<file path="config.mk">
export PLATFORM = sky130hd
export DESIGN_NAME = quad_interval_timer
export DESIGN_NICKNAME = d
export VERILOG_FILES = /design/src/core/qtmr_pkg.sv /design/src/core/interval_counter.sv /design/src/core/quad_interval_timer.sv
export VERILOG_INCLUDE_DIRS = /design/src /design/src/core
export SDC_FILE = /design/constraint.sdc
export NUM_CORES = 1
export LEC_CHECK = 0
export BUFFER_PORTS_ARGS = -buffer_cell sky130_fd_sc_hd__buf_4
export CAP_MARGIN = 20
export CORE_MARGIN = 4
export CORE_UTILIZATION = 55
export DETAILED_ROUTE_END_ITERATION = 8
export PLACE_DENSITY = 0.76
export SLEW_MARGIN = 20
export SYNTH_ARGS = -nofsm -noshare
export SYNTH_HDL_FRONTEND = slang
export SYNTH_SLANG_ARGS = --single-unit
</file>
<file path="constraint.sdc">
create_clock -name pclk -period 4.3 [get_ports pclk]
set_input_delay 0.86 -clock pclk [delete_from_list [all_inputs] [get_ports pclk]]
set_output_delay 0.86 -clock pclk [all_outputs]
set_load 0.03 [all_outputs]
</file>
<file path="src/core/qtmr_cfg.svh">
`ifndef QTMR_CFG_SVH
`define QTMR_CFG_SVH

// Register byte offsets on the APB word map.
`define OFS_RUN 8'h00
`define OFS_CLK 8'h04
`define OFS_MODE 8'h08
`define OFS_TFF 8'h0C
`define OFS_CMP0 8'h10
`define OFS_CMP1 8'h14
`define OFS_CMP2 8'h18
`define OFS_CMP3 8'h1C
`define OFS_LATCH 8'h20
`define OFS_STAT 8'h24

// Field positions.
`define BIT_PRE_RUN 5
`define BIT_TFF_IE 2
`define BIT_TFF_IS 3

// Reset values.
`define RST_RUN 6'h00
`define RST_CLK 8'h00
`define RST_MODE 4'h0
`define RST_CMP 8'h00
`define RST_CMD 2'h3

// Toggle commands.
`define CMD_CLR 2'h0
`define CMD_SET 2'h1
`define CMD_INV 2'h2

// Prescaler: two stages for the quarter rate plus nine more.
`define PRE_W 11
`define TAP8_MSB 2
`define TAP128_MSB 6
`define TAP2048_MSB 10

`endif

</file>
<file path="src/core/qtmr_pkg.sv">
package qtmr_pkg;

    // Operating mode of a timer pair.
    typedef enum logic [1:0] {
        MODE_8BIT,
        MODE_16BIT,
        MODE_PULSE,
        MODE_PWM
    } pair_mode_e;

    // One-cycle tick enables from the prescaler.
    typedef struct packed {
        logic div8;
        logic div128;
        logic div2048;
    } taps_s;

endpackage

</file>
<file path="src/core/interval_counter.sv">
`timescale 1ns/100ps

module interval_counter (
    input wire logic pclk,
    input wire logic presetn,
    input wire logic tick,
    input wire logic run,
    input wire logic clear,
    input wire logic [7:0] cmp,
    output logic [7:0] count,
    output logic hit,
    output logic carry
);
    logic [7:0] count_q;
    logic [7:0] next_val;

    // The value after this tick; a zero compare meets the wrap to zero, so overflow matches.
    assign next_val = count_q + 8'h01;
    assign hit = run & tick & (next_val == cmp);
    assign carry = run & tick & (count_q == 8'hFF);
    assign count = count_q;

    // A stopped counter is held cleared; a match clears instead of stepping.
    always_ff @(posedge pclk or negedge presetn) begin
        if (!presetn) begin
            count_q <= 8'h00;
        end else if (!run || clear) begin
            count_q <= 8'h00;
        end else if (tick) begin
            count_q <= next_val;
        end
    end

endmodule // interval_counter

</file>
<file path="src/core/quad_interval_timer.sv">
// Notes on behaviour
// - Four 8-bit timers, pairs cascade to 16.
// - Timer 2 event count; latch for 2/3.
// - Pair 0/1 pulse mode; timer 1 PWM.
// - Counter plus compare each; shared toggle.
// - Nine-bit prescaler after quarter-rate stage.
// - Taps every 8, 128, 2048 clocks.
// - Prescaler run bit; zero clears and stops.
// - Prescaler run bit resets to zero.
// - Lower timer tick chosen; code 01 divides 8.
// - 16-bit mode: lower carry ticks upper.
// - Otherwise upper picks tap or lower match.
// - Mode 01 cascades; mode 00 is 8-bit.
// - Both pair modes reset to 8-bit.
// - Per timer count, stop or clear.
// - Reset clears counters and stops timers.
// - Match when counter equals compare value.
// - Compare zero matches on counter overflow.
// - Compare writes act at once.
// - Compare 0 and 1 read back zero.
// - Compare 2/3 write; reads give latch.
// - Match raises timer request; clears counter in 8-bit mode.
// - Toggle command: 00 clear, 01 set, 10 invert.
// - Low compare write disarms until high written.
//
// The APB interface to the registers and the address map were left to the implementer.
`timescale 1ns/100ps
`include "qtmr_cfg.svh"

module quad_interval_timer (
    input wire logic pclk,
    input wire logic presetn,
    input wire logic psel,
    input wire logic penable,
    input wire logic pwrite,
    input wire logic [7:0] paddr,
    input wire logic [31:0] pwdata,
    output logic [31:0] prdata,
    output logic pready,
    output logic pslverr,
    input wire logic event_pin,
    output logic [3:0] timer_match_irq,
    output logic toggle_out
);

    // Register state.
    logic [5:0] run_control_reg_q;
    logic [7:0] clock_select_reg_q;
    logic [3:0] pair_mode_reg_q;
    logic tff_ie_q;
    logic tff_is_q;
    logic [7:0] cmp_q [4];
    logic [7:0] latch_q [2];
    logic [1:0] armed_q;
    logic pair_low_toggle_ff_q;

    // Bus outputs.
    logic pready_q;
    logic pslverr_q;
    logic [31:0] prdata_q;
    logic [31:0] rd_d;
    logic [3:0] irq_q;

    // Internal signals.
    logic access;
    logic wr_en;
    logic [2:0] evt_sync_q;
    logic evt_edge;
    logic [`PRE_W-1:0] pre_q;
    qtmr_pkg::taps_s taps;
    logic [3:0] tick;
    logic [3:0] hit;
    logic [3:0] carry;
    logic [3:0] match;
    logic [3:0] clear;
    logic [7:0] cnt [4];
    logic [1:0] is16;
    qtmr_pkg::pair_mode_e low_mode;
    logic pulse_mode;
    logic pwm_mode;
    logic hw_invert;

    // Address decode for the error answer only; the read mux decodes paddr with its own case.
    function automatic logic addr_mapped(input logic [7:0] a);
        addr_mapped = (a <= `OFS_STAT) && (a[1:0] == 2'h0);
    endfunction

    // Tick choice per timer; code 00 takes the alternate source.
    function automatic logic pick_tick(input logic [1:0] code, input logic alt, input qtmr_pkg::taps_s t);
        unique case (code)
            2'h0: pick_tick = alt;
            2'h1: pick_tick = t.div8;
            2'h2: pick_tick = t.div128;
            2'h3: pick_tick = t.div2048;
        endcase
    endfunction

    assign access = psel & penable;
    assign wr_en = access & pwrite & pready_q;

    assign prdata = prdata_q;
    assign pready = pready_q;
    assign pslverr = pslverr_q;
    assign timer_match_irq = irq_q;
    assign toggle_out = pair_low_toggle_ff_q;

    // The event pin is asynchronous; only the second and third stages feed the edge detector.
    always_ff @(posedge pclk or negedge presetn) begin
        if (!presetn) begin
            evt_sync_q <= 3'h0;
        end else begin
            evt_sync_q <= {evt_sync_q[1:0], event_pin};
        end
    end

    assign evt_edge = evt_sync_q[1] & ~evt_sync_q[2];

    // Prescaler: low two bits give the quarter rate, the upper nine divide further.
    always_ff @(posedge pclk or negedge presetn) begin
        if (!presetn) begin
            pre_q <= '0;
        end else if (!run_control_reg_q[`BIT_PRE_RUN]) begin
            pre_q <= '0;
        end else begin
            pre_q <= pre_q + 11'h001;
        end
    end

    // Taps are single-cycle enables, so every timer stays in the one clock domain.
    always_comb begin
        taps.div8 = run_control_reg_q[`BIT_PRE_RUN] & (&pre_q[`TAP8_MSB:0]);
        taps.div128 = run_control_reg_q[`BIT_PRE_RUN] & (&pre_q[`TAP128_MSB:0]);
        taps.div2048 = run_control_reg_q[`BIT_PRE_RUN] & (&pre_q[`TAP2048_MSB:0]);
    end

    // Pair modes.
    assign is16[0] = (pair_mode_reg_q[1:0] == 2'h1);
    assign is16[1] = (pair_mode_reg_q[3:2] == 2'h1);
    assign low_mode = qtmr_pkg::pair_mode_e'(pair_mode_reg_q[1:0]);
    assign pulse_mode = (low_mode == qtmr_pkg::MODE_PULSE);
    assign pwm_mode = (low_mode == qtmr_pkg::MODE_PWM);

    // Tick routing; timer 0 has no alternate source, timer 2 counts pin events.
    always_comb begin
        tick[0] = pick_tick(clock_select_reg_q[1:0], 1'b0, taps);
        tick[2] = pick_tick(clock_select_reg_q[5:4], evt_edge, taps);
        if (is16[0]) begin
            tick[1] = carry[0];
        end else begin
            tick[1] = pick_tick(clock_select_reg_q[3:2], hit[0], taps);
        end
        if (is16[1]) begin
            tick[3] = carry[2];
        end else begin
            tick[3] = pick_tick(clock_select_reg_q[7:6], hit[2], taps);
        end
    end

    // Four independent counters with their comparators.
    genvar i;
    generate
        for (i = 0; i < 4; i++) begin : g_tmr
            interval_counter u_cnt (
                .pclk(pclk),
                .presetn(presetn),
                .tick(tick[i]),
                .run(run_control_reg_q[i]),
                .clear(clear[i]),
                .cmp(cmp_q[i]),
                .count(cnt[i]),
                .hit(hit[i]),
                .carry(carry[i])
            );
        end
    endgenerate

    // Match and clear per pair. In 16-bit mode the pair matches only when both halves agree,
    // and a low-byte write holds the comparator off until the high byte lands.
    genvar p;
    generate
        for (p = 0; p < 2; p++) begin : g_pair
            logic [7:0] hi_next;
            logic armed;
            logic m16;
            logic pulse_here;
            logic pwm_here;

            assign hi_next = cnt[2*p+1] + {7'h00, carry[2*p]};
            assign armed = ~is16[p] | armed_q[p];
            assign m16 = hit[2*p] & armed & (hi_next == cmp_q[2*p+1]);
            assign pulse_here = (p == 0) && pulse_mode;
            assign pwm_here = (p == 0) && pwm_mode;

            assign match[2*p] = hit[2*p] & armed;
            assign match[2*p+1] = is16[p] ? m16 : hit[2*p+1];

            // In pulse mode the upper match ends the cycle for both counters.
            assign clear[2*p] = is16[p] ? m16 : (pulse_here ? match[2*p+1] : match[2*p]);
            assign clear[2*p+1] = match[2*p+1] & ~pwm_here;
        end
    endgenerate

    // Interrupt requests are one-cycle pulses.
    always_ff @(posedge pclk or negedge presetn) begin
        if (!presetn) begin
            irq_q <= 4'h0;
        end else begin
            irq_q <= match;
        end
    end

    // Hardware inversion source follows the pair mode.
    always_comb begin
        if (pulse_mode) begin
            hw_invert = match[0] | match[1];
        end else if (pwm_mode) begin
            hw_invert = match[1] | carry[1];
        end else if (is16[0] || tff_is_q) begin
            hw_invert = match[1];
        end else begin
            hw_invert = match[0];
        end
    end

    // Shared toggle flip-flop. A software command wins over a match in the same cycle,
    // since software expects the state it wrote.
    always_ff @(posedge pclk or negedge presetn) begin
        if (!presetn) begin
            pair_low_toggle_ff_q <= 1'b0;
        end else if (wr_en && paddr == `OFS_TFF && pwdata[1:0] != `RST_CMD) begin
            unique case (pwdata[1:0])
                `CMD_CLR: pair_low_toggle_ff_q <= 1'b0;
                `CMD_SET: pair_low_toggle_ff_q <= 1'b1;
                default: pair_low_toggle_ff_q <= ~pair_low_toggle_ff_q;
            endcase
        end else if (tff_ie_q && hw_invert) begin
            pair_low_toggle_ff_q <= ~pair_low_toggle_ff_q;
        end
    end

    // Control registers.
    always_ff @(posedge pclk or negedge presetn) begin
        if (!presetn) begin
            run_control_reg_q <= `RST_RUN;
            clock_select_reg_q <= `RST_CLK;
            pair_mode_reg_q <= `RST_MODE;
            tff_ie_q <= 1'b0;
            tff_is_q <= 1'b0;
        end else if (wr_en) begin
            if (paddr == `OFS_RUN) begin
                run_control_reg_q <= pwdata[5:0];
            end
            if (paddr == `OFS_CLK) begin
                clock_select_reg_q <= pwdata[7:0];
            end
            if (paddr == `OFS_MODE) begin
                pair_mode_reg_q <= pwdata[3:0];
            end
            if (paddr == `OFS_TFF) begin
                tff_ie_q <= pwdata[`BIT_TFF_IE];
                tff_is_q <= pwdata[`BIT_TFF_IS];
            end
        end
    end

    // Compare registers take effect on the next cycle's comparison.
    always_ff @(posedge pclk or negedge presetn) begin
        if (!presetn) begin
            for (int k = 0; k < 4; k++) begin
                cmp_q[k] <= `RST_CMP;
            end
        end else if (wr_en) begin
            for (int k = 0; k < 4; k++) begin
                if (paddr == `OFS_CMP0 + 8'(4 * k)) begin
                    cmp_q[k] <= pwdata[7:0];
                end
            end
        end
    end

    // Comparator arming: the low byte disarms a 16-bit pair, the high byte rearms it.
    always_ff @(posedge pclk or negedge presetn) begin
        if (!presetn) begin
            armed_q <= 2'h3;
        end else if (wr_en) begin
            if (paddr == `OFS_CMP0 && is16[0]) begin
                armed_q[0] <= 1'b0;
            end
            if (paddr == `OFS_CMP1) begin
                armed_q[0] <= 1'b1;
            end
            if (paddr == `OFS_CMP2 && is16[1]) begin
                armed_q[1] <= 1'b0;
            end
            if (paddr == `OFS_CMP3) begin
                armed_q[1] <= 1'b1;
            end
        end
    end

    // Software latch snapshots both counters together so a 16-bit value stays coherent.
    always_ff @(posedge pclk or negedge presetn) begin
        if (!presetn) begin
            latch_q[0] <= 8'h00;
            latch_q[1] <= 8'h00;
        end else if (wr_en && paddr == `OFS_LATCH) begin
            latch_q[0] <= cnt[2];
            latch_q[1] <= cnt[3];
        end
    end

    // Read mux; compare 0 and 1 cannot be read back.
    always_comb begin
        rd_d = 32'h0000_0000;
        unique case (paddr)
            `OFS_RUN: rd_d[5:0] = run_control_reg_q;
            `OFS_CLK: rd_d[7:0] = clock_select_reg_q;
            `OFS_MODE: rd_d[3:0] = pair_mode_reg_q;
            `OFS_TFF: rd_d[3:0] = {tff_is_q, tff_ie_q, `RST_CMD};
            `OFS_CMP0: rd_d = 32'h0000_0000;
            `OFS_CMP1: rd_d = 32'h0000_0000;
            `OFS_CMP2: rd_d[7:0] = latch_q[0];
            `OFS_CMP3: rd_d[7:0] = latch_q[1];
            `OFS_STAT: rd_d[2:0] = {armed_q, pair_low_toggle_ff_q};
            default: rd_d = 32'h0000_0000;
        endcase
    end

    // One wait state: data and error are registered in the first access cycle.
    always_ff @(posedge pclk or negedge presetn) begin
        if (!presetn) begin
            pready_q <= 1'b0;
            pslverr_q <= 1'b0;
            prdata_q <= 32'h0000_0000;
        end else if (access && !pready_q) begin
            pready_q <= 1'b1;
            pslverr_q <= ~addr_mapped(paddr);
            prdata_q <= pwrite ? 32'h0000_0000 : rd_d;
        end else begin
            pready_q <= 1'b0;
            pslverr_q <= 1'b0;
        end
    end

endmodule // quad_interval_timer

</file>
**Yosys cells after proc, flatten, opt, wreduce, memory -nomap -nowiden**

Cells that the tools add are included.
Widths: inputs -> output; s select.

- Register bits after elaboration: 155
- Bits in latches: 0
- RAM bits: 0
- ROM bits: 0
- Bits of input ports: 46
- Logic and storage cells: 183
- Memories: 0

- Add/sub/neg operators: 7
- Multipliers: 0
- Div/mod/pow operators: 0
- Magnitude comparators: 1
- Eq/ne operators: 36
- Shift operators: 0
- Mux-type cells: 37
- Bitwise logic cells: 33
- Reduce and logical (&&, ||, !) cells: 45

Operators by type and width:

| operator | number |
|---|---|
| $mux 8 | 9 |
| $eq 8x8->1 | 6 |
| $add 8x1->8 const B | 4 |
| $eq 8x5->1 const B | 4 |
| $eq 8x8->1 const B | 3 |
| $and 1x1->1 | 23 |
| $pmux 3 s7 | 1 |
| $eq 2x2->1 const B | 10 |
| $reduce_and 2->1 | 10 |
| $mux 1 | 18 |
| $add 8x1->8 | 2 |
| $eq 8x4->1 const B | 2 |
| $eq 8x6->1 const B | 2 |
| $pmux 1 s4 | 4 |
| $eq 2x1->1 const B | 7 |
| $reduce_bool 2->1 | 7 |
| $logic_not 2->1 | 6 |
| $add 11x1->11 const B | 1 |
| $mux 11 | 1 |
| $reduce_and 11->1 | 1 |
| $eq 8x3->1 const B | 1 |
| $le 8x6->1 const B | 1 |
| $logic_and 1x1->1 | 8 |
| $logic_not 8->1 | 1 |
| other kinds (11) | 27 |

**Depth between registers and ports, before layout**

Gate-level depths: netlist of the first run.

- Word-level depth: 16
- Mapped depth: 18

**Cells and area by module**

A second synthesis of the first run with hierarchy kept.

- Cell total of the unflattened synthesis: 726
- Area total of the unflattened synthesis: 7518.5 um^2

By module, submodules not included:

| module | instances | cells each | area an instance (um^2) |
|---|---|---|---|
| quad_interval_timer | 1 | 470 | 5161.2 |
| interval_counter | 4 | 64 | 589.3 |

**Worst setup path after synthesis of the first run**

No wires, ideal clock.

- Kind: register -> register
- Start point: register pre_q[0]
- End point: register pair_low_toggle_ff_q (netlist: toggle_out)
- Library setup time: 128 ps
- Data arrival time: 3323 ps
- Required time: 4172 ps
- Setup slack: 849 ps
- Cell stages (with the launch flop): 18
- Buffers on the path: 0
- Period minus slack after synthesis: 3451 ps
- Cell sequence: dfrtp_1 > ha_1 > ha_1 > nand2_1 > nor3_1 > a41oi_1 > nor4_1 > ha_1 > ha_1 > nand2_1 > nor2_1 > xor2_1 > or4_1 > nor3_1 > o21a_1 > a31o_2 > o2111a_1 > nor3_1

- Word-level cells in the longest chain between the ends: 15
- Elaborated cells on any way between the ends: 27
- Those cells by class: add/sub: 1; eq/ne: 1; mux: 7; bitwise: 13; reduce/logical: 5

RTL lines:

| item | line | RTL |
|---|---|---|
| from (decl) | quad_interval_timer.sv:69 | `` logic [`PRE_W-1:0] pre_q; `` |
| from (signal assigned) | quad_interval_timer.sv:125 | `pre_q <= pre_q + 11'h001;` |
| branches (longest 12 deep; another with $add 8x1->8) | n/a |  |
| $mux 1 * | quad_interval_timer.sv:214 | `if (pulse_mode) begin` |
| $logic_and 1x1->1 * | quad_interval_timer.sv:236 | `end else if (tff_ie_q && hw_invert) begin` |
| $reduce_bool 2->1 (no line) * | n/a |  |
| to (signal assigned) | quad_interval_timer.sv:234 | `default: pair_low_toggle_ff_q <= ~pair_low_toggle_ff_q;` |
| to (signal assigned) | quad_interval_timer.sv:237 | `pair_low_toggle_ff_q <= ~pair_low_toggle_ff_q;` |
| to (decl) | quad_interval_timer.sv:55 | `logic pair_low_toggle_ff_q;` |

Mark *: on every way between the ends.
A chain may end at the register's enable or synchronous reset.

**Worst setup path after layout of the first run**

- Start point: register pre_q[0]
- End point: register g_tmr[0].u_cnt.count_q[2]

- Word-level cells in the longest chain between the ends: 14
- Elaborated cells on any way between the ends: 24
- Those cells by class: add/sub: 1; eq/ne: 1; mux: 7; bitwise: 10; reduce/logical: 5

RTL lines:

| item | line | RTL |
|---|---|---|
| branches (longest 14 deep; another with $add 8x1->8) | n/a |  |
| to (signal assigned) | interval_counter.sv:30 | `count_q <= next_val;` |
| to (decl) | interval_counter.sv:14 | `logic [7:0] count_q;` |

Several ways; the timed one is not identified.

==> results of run 1 <==
-- final cells by class --
class / count / area (um2)
Sequential cell: 131 / 3280
Timing Repair Buffer: 43 / 335
Fill cell: 1047 / 4920
Tap cell: 176 / 220
Clock buffer: 20 / 467
Multi-Input combinational cell: 550 / 3820
Clock inverter: 12 / 104
Inverter: 11 / 41.3
-- stage by stage --
step | setup WS, ns | utilization, % | hold slack [ns] | cells
after floorplan | 0.849 | - | 0.331 | 746
after global placement | 0.507 | 58.4 | 0.336 | 911
after detailed placement | 0.340 | 58.4 | 0.346 | 911
after CTS | 0.295 | 62.7 | 0.359 | 943
after global routing | 0.0306 | 62.7 | 0.362 | 943
final | 0.273 | 62.7 | 0.354 | 943
-- logic make-up after synthesis --
kind of cell,after synthesis,share of synthesized area [%]
simple gates,248,16.7
flops,131,44.5
compound gates,103,10.2
xor+xnor,85,10.1
mux,80,12.1
buf+inv,65,4.75
fa+ha+maj,10,1.70
other cells,1,0.0509
-- per-layer routing --
metal | wire length (um) | track usage [%] | part of all wire (%)
met5 | 0 | 0 | 0
met4 | 347 | 8.03 | 2.0
met3 | 823 | 4.86 | 4.8
met2 | 8850 | 39.7 | 52
met1 | 7100 | 28.7 | 41
-- worst max-delay path, stage by stage, from the launching register on --
cell and delay (ns):
dfrtp_1 0.39, ha_1 0.22, nand3_1 0.13, nor2_1 0.25, a41oi_1 0.24, nor4_1 0.39
buf_4 0.19, ha_1 0.16, ha_1 0.24, nand2_1 0.07, nor2_1 0.11, xor2_1 0.08
or4_1 0.52, nor3_1 0.25, buf_4 0.18, o21ai_0 0.07, and2_1 0.19, o21ai_4 0.12
nor2_1 0.09
-- report_power, final --
group	internal (W)	switching, W
logic	0.0000284	0.0000918
clock network	0.000838	0.000541
registers	0.00124	0.00000418
total	0.00211	0.000637
-- Yosys cell counts (6+ instances only) --
cell type	instances	area share (%)
nor2_1	66	3.4
nand4_1	16	1.4
inv_1	11	0.56
clkbuf_1	19	0.97
xor2_1	40	4.8
and3_1	13	1.1
buf_2	7	0.48
a21oi_1	24	1.6
ha_1	10	1.7
nand2_1	62	3.2
nor2b_1	6	0.51
dfrtp_1	129	44
mux2_2	69	11
o21ai_0	23	1.6
buf_4	24	2.4
nand3_1	21	1.4
a22oi_1	7	0.71
nor3_1	19	1.3
xnor2_1	45	5.3
nor4_1	8	0.68
nor3b_1	6	0.61
mux2i_1	10	1.4
-- cells in the final DEF, fill, tap and decap left out, drive strengths merged, types with 3 or more instances in the layout --
| master | synthesis | layout |
|---|---|---|
| and3 | 13 | 13 |
| nand4 | 16 | 16 |
| nand3 | 22 | 22 |
| a22o | 4 | 4 |
| clkbuf | 19 | 20 |
| nor4 | 8 | 8 |
| nor2b | 6 | 6 |
| dfrtp | 129 | 129 |
| nor2 | 66 | 66 |
| a21oi | 24 | 24 |
| nor3 | 20 | 20 |
| o21ai | 26 | 26 |
| xnor2 | 45 | 45 |
| mux2i | 10 | 10 |
| a31oi | 4 | 4 |
| clkinvlp | 0 | 3 |
| and4 | 5 | 5 |
| clkinv | 0 | 6 |
| conb | 1 | 24 |
| nand2b | 4 | 4 |
| and2 | 6 | 6 |
| mux2 | 70 | 70 |
| xor2 | 40 | 40 |
| or3 | 5 | 5 |
| nand2 | 62 | 62 |
| buf | 35 | 43 |
| a22oi | 7 | 7 |
| a211oi | 7 | 7 |
| nand3b | 3 | 3 |
| o21a | 4 | 4 |
| ha | 10 | 10 |
| inv | 11 | 13 |
| nor3b | 6 | 6 |
| a21o | 3 | 3 |
-- sequential cells by signal, indices dropped and copies added, names as in the netlist, 2 cells and up --
signal              cells
prdata                  8
latch_q                16
g_tmr.u_cnt.count      32
evt_sync_q              3
pair_mode_reg_q         4
cmp_q                  32
armed_q                 2
run_control_reg_q       6
pre_q                  11
timer_match_irq         4
clock_select_reg_q      8
-- how the worst max path moves through the flow --
stage	start	endpoint	slack [ns]	cells after the start
after floorplan	pre_q[0]$_DFF_PN0_	toggle_out$_DFFE_PN0P_	0.85	17
after global placement	run_control_reg_q[5]$_DFFE_PN0P_	g_tmr[3].u_cnt.count[3]$_DFFE_PN0P_	0.51	15
after detailed placement	pre_q[0]$_DFF_PN0_	g_tmr[0].u_cnt.count[1]$_DFFE_PN0P_	0.34	18
after CTS	pre_q[0]$_DFF_PN0_	g_tmr[0].u_cnt.count[2]$_DFFE_PN0P_	0.30	18
after global routing	pre_q[0]$_DFF_PN0_	toggle_out$_DFFE_PN0P_	0.03	18
final	pre_q[0]$_DFF_PN0_	g_tmr[0].u_cnt.count[2]$_DFFE_PN0P_	0.27	18
==> impl_metrics.env, run 1 <==
export IMPL_ys_flop_type="dfrtp_1"
export IMPL_dr_pass1_iters=5
export IMPL_placementRows=42
export IMPL_core_area_um2=13200
export IMPL_die_area_um2=15300
export IMPL_cts_hold_buf=0
export IMPL_grt_setup_unrepaired="no"
export IMPL_synth_cell_types=66
export IMPL_place_area_um2=7700
export IMPL_drive_gt1_share_pct=20.6
export IMPL_worstPathRequired_ns=4.60
export IMPL_num_antenna_cells=0
export IMPL_path_clk_slew_ns=0.06
export IMPL_boundaryPins=85
export IMPL_fmax_ghz=0.248
export IMPL_ys_ff_latch=131
export IMPL_grt_pass1_vias=5577
export IMPL_critical_path_class="register to register"
export IMPL_vdd_ir_drop_max_mv=0.289
export IMPL_fp_dieW_um=124
export IMPL_start_kind="register"
export IMPL_synthArstFlopShare_pct=100
export IMPL_drv_cap=0
export IMPL_syn_avg_cell_area_um2=10.2
export IMPL_vias=5549
export IMPL_critPathMaxFanout=8
export IMPL_antenna_found_initial=0
export IMPL_synth_edf_count=0
export IMPL_via_per_inst=5.88
export IMPL_syn_area_um2=7370
export IMPL_die_h_um=124
export IMPL_cts_tree="done"
export IMPL_finalCritPeriodShare_pct=93.6
export IMPL_cts_resized=0
export IMPL_ff2ff_path_depth=18
export IMPL_grt_overflow=0
export IMPL_port_buffers=36
export IMPL_ys_warn_count=0
export IMPL_post_cts_setup_buffers=0
export IMPL_period_minus_slack_ns=4.03
export IMPL_rrSetupSlack_ns=0.27
export IMPL_nets=810
export IMPL_clock_latency_ns=0.42
export IMPL_clock_skew_ns=0.00636
export IMPL_synthCells=723
export IMPL_hp_class="register to register"
export IMPL_area_growth_pct=12.3
export IMPL_hold_end="evt_sync_q[1]$_DFF_PN0_"
export IMPL_max_slew_worst_pin_slew_ns=0.786
export IMPL_critPathArrivalTime_ns=4.33
export IMPL_grt_pass1_wl_mm=27.3
export IMPL_start_util_pct=55.9
export IMPL_design_area_um2=8270
export IMPL_wl_per_cell_um=18.2
export IMPL_hold_path_depth=0
export IMPL_finalSetupTns_ns=0
export IMPL_setup_viol_count_final=0
export IMPL_relSlewSlack_pct=47.5
export IMPL_gp_congestion=0.875
export IMPL_drv_slew=0
export IMPL_synth_yosys_seq_area_share_pct=44.5
export IMPL_status="completed"
export IMPL_cts_max_path_buffers=2
export IMPL_cts_root_buf="clkbuf_16"
export IMPL_cts_sinks=131
export IMPL_reg2reg_to="g_tmr[0].u_cnt.count[2]$_DFFE_PN0P_"
export IMPL_worstHoldStart="evt_sync_q[0]$_DFF_PN0_"
export IMPL_drtAntennaViolNets=0
export IMPL_hold_viol=0
export IMPL_dpl_hpwl_mm=12.0
export IMPL_finalPower_w=0.00274
export IMPL_timing_rr_start="pre_q[0]$_DFF_PN0_"
export IMPL_cts_htree_levels=4
export IMPL_wirelength_mm=17.1
export IMPL_power_per_cell_area_nw_per_um2=331
export IMPL_drtIter0Drc=447
export IMPL_cts_buffers=17
export IMPL_cellLeakagePower_nw=3.76
export IMPL_grt_max_degree=132
export IMPL_cp_end_kind="register"
export IMPL_drc=0
export IMPL_grtUsageTotal_pct=23.0
No activity file was read; power rests on OpenSTA's default activity.
==> inputs of run 2 (changes only) <==
Settings changed: REMOVE_ABC_BUFFERS set to 1.
==> impl_metrics.env, run 2 (synthesized netlist as in run 1, its figures left out) <==
export IMPL_nets=809
export IMPL_grt_setup_unrepaired="no"
export IMPL_boundaryPins=85
export IMPL_power_per_cell_area_nw_per_um2=333
export IMPL_start_kind="register"
export IMPL_cts_buffers=17
export IMPL_via_per_inst=5.98
export IMPL_drive_gt1_share_pct=20.8
export IMPL_max_slew_worst_pin_slew_ns=0.903
export IMPL_fp_dieW_um=124
export IMPL_final_common_cell="dfrtp_1"
export IMPL_dr_pass1_iters=5
export IMPL_finalPower_w=0.00276
export IMPL_die_area_um2=15300
export IMPL_timing_rr_start="pre_q[0]$_DFF_PN0_"
export IMPL_fill_cells=1100
export IMPL_cts_htree_levels=4
export IMPL_dpl_hpwl_mm=12.5
export IMPL_cts_tree="done"
export IMPL_finalSetupTns_ns=0
export IMPL_core_area_um2=13200
export IMPL_worstPathRequired_ns=4.59
export IMPL_clock_latency_ns=0.42
export IMPL_hp_class="register to register"
export IMPL_grtUsageTotal_pct=24.2
export IMPL_antenna_found_initial=0
export IMPL_reg2reg_to="g_tmr[0].u_cnt.count[5]$_DFFE_PN0P_"
export IMPL_clock_skew_ns=0.00849
export IMPL_vias=5632
export IMPL_drc=0
export IMPL_grt_pass1_wl_mm=28.5
export IMPL_num_antenna_cells=0
export IMPL_gp_congestion=0.932
export IMPL_hold_end="evt_sync_q[1]$_DFF_PN0_"
export IMPL_drv_cap=0
export IMPL_fmax_ghz=0.253
export IMPL_wl_per_cell_um=18.8
export IMPL_area_growth_pct=12.4
export IMPL_start_util_pct=55.9
export IMPL_status="completed"
export IMPL_grt_overflow=0
export IMPL_grt_pass1_vias=5474
export IMPL_path_cells="ha_1 -> ha_1 -> nand2_1 -> nor3_1 -> a41oi_1 -> nor4_2 -> buf_4 -> ha_1 -> ha_1 -> xnor2_1 -> nand4_1 -> or4_1 -> nor3_2 -> o21ai_0 -> and2_1 -> o21ai_4 -> nor2_1"
export IMPL_grt_max_degree=69
export IMPL_relSlewSlack_pct=39.6
export IMPL_die_h_um=124
export IMPL_critPathMaxStageDelay_ns=0.45
export IMPL_cts_sinks=131
export IMPL_cts_max_path_buffers=2
export IMPL_finalCritPeriodShare_pct=91.8
export IMPL_critPathArrivalTime_ns=4.24
export IMPL_hold_path_depth=0
export IMPL_final_cell_mix="dfrtp_1, mux2_2, nor2_1"
export IMPL_vdd_ir_drop_max_mv=0.275
export IMPL_cts_hold_buf=0
export IMPL_period_minus_slack_ns=3.95
export IMPL_cts_root_buf="clkbuf_16"
export IMPL_critical_path_class="register to register"
export IMPL_path_clk_slew_ns=0.06
export IMPL_wirelength_mm=17.7
export IMPL_drtIter0Drc=577
export IMPL_worstHoldStart="evt_sync_q[0]$_DFF_PN0_"
export IMPL_drtAntennaViolNets=0
export IMPL_rrSetupSlack_ns=0.35
export IMPL_port_buffers=36
export IMPL_setup_viol_count_final=0
export IMPL_drv_slew=0
export IMPL_cp_end_kind="register"
export IMPL_crit_top_cell="ha_1"
export IMPL_ff2ff_path_depth=17
export IMPL_crit_slowest_cell="or4_1"
export IMPL_cellLeakagePower_nw=3.76
export IMPL_hold_viol=0
export IMPL_critPathMaxFanout=8
export IMPL_placementRows=42
==> run 2: changes by cell type in the layout (fill, tap and decap cells not counted), sizes merged <==
cell    delta
clkbuf     -2
clkinv     +2
buf        -1
bufinv     +1
inv        -1
==> run 2: worst max path at each step <==
| stage | from | to | depth (start not counted) | slack, ns |
|---|---|---|---|---|
| CTS | pre_q[0]$_DFF_PN0_ | g_tmr[0].u_cnt.count[4]$_DFFE_PN0P_ | 16 | 0.09 |
| finish | pre_q[0]$_DFF_PN0_ | g_tmr[0].u_cnt.count[5]$_DFFE_PN0P_ | 17 | 0.35 |
| detailed placement | pre_q[0]$_DFF_PN0_ | g_tmr[0].u_cnt.count[4]$_DFFE_PN0P_ | 16 | 0.11 |
| global placement | pre_q[0]$_DFF_PN0_ | g_tmr[0].u_cnt.count[0]$_DFFE_PN0P_ | 16 | 0.26 |
| floorplan | pre_q[0]$_DFF_PN0_ | toggle_out$_DFFE_PN0P_ | 17 | 0.41 |
| global route | pre_q[0]$_DFF_PN0_ | g_tmr[0].u_cnt.count[2]$_DFFE_PN0P_ | 17 | 0.06 |
==> run 2: repair_timing <==
action                                 4_1_cts  5_1_grt
setup buffers                                0        1
cloned                                       0        0
setup endpoints to repair                    8       25
endpoints found under the hold margin        0        0
pin swaps                                    0        1
resized for setup                            1        2
==> run 2: layer usage <==
metal | wire, um | global-route usage (%) | vias to the layer above | part of all wire, %
li1 | - | - | 2579 | -
met1 | 7890 | 33.1 | 2801 | 45
met2 | 8190 | 37.1 | 222 | 46
met3 | 1100 | 5.04 | 30 | 6.2
met4 | 520 | 11.1 | 0 | 2.9
met5 | 0 | 0 | - | 0
==> run 2: area by class of cell <==
class                      instances  area [um2]  area share, %
sequential                       131        3280           39.6
tap                              176         220           2.66
clock buffer                      18         429           5.18
timing repair buffer              42         328           3.96
multi-input combinational        550        3840           46.4
inverter                          11        41.3          0.499
clock inverter                    14         139           1.68
==> run 2: worst max-delay path: cells and delay by family (launching register included) <==
kind	cells	cell delay [ns]
xor+xnor	1	0.18
fa+ha+maj	4	0.99
compound gates	3	0.63
buf+inv	1	0.16
simple gates	8	1.43
flops	1	0.43
==> run 2: report_power, final <==
part / switching (W) / internal [W] / total, W
clock network: 0.000543 / 0.000848 / 0.00139
registers: 0.00000418 / 0.00124 / 0.00124
logic: 0.0000950 / 0.0000286 / 0.000124
total: 0.000642 / 0.00212 / 0.00276
==> run 2: per-stage QoR <==
| stage | instance area, um2 | worst slack, ns | util, % | hold slack (ns) | std cells |
|---|---|---|---|---|---|
| 2_1_floorplan | 7150 | 0.410 | - | 0.331 | 692 |
| 3_3_place_gp | 7690 | 0.264 | 58.3 | 0.334 | 909 |
| 3_5_place_dp | 7690 | 0.108 | 58.3 | 0.335 | 909 |
| 4_1_cts | 8260 | 0.0935 | 62.6 | 0.347 | 941 |
| 5_1_grt | 8280 | 0.0632 | 62.8 | 0.366 | 942 |
| 6_report | 8280 | 0.353 | 62.8 | 0.347 | 942 |
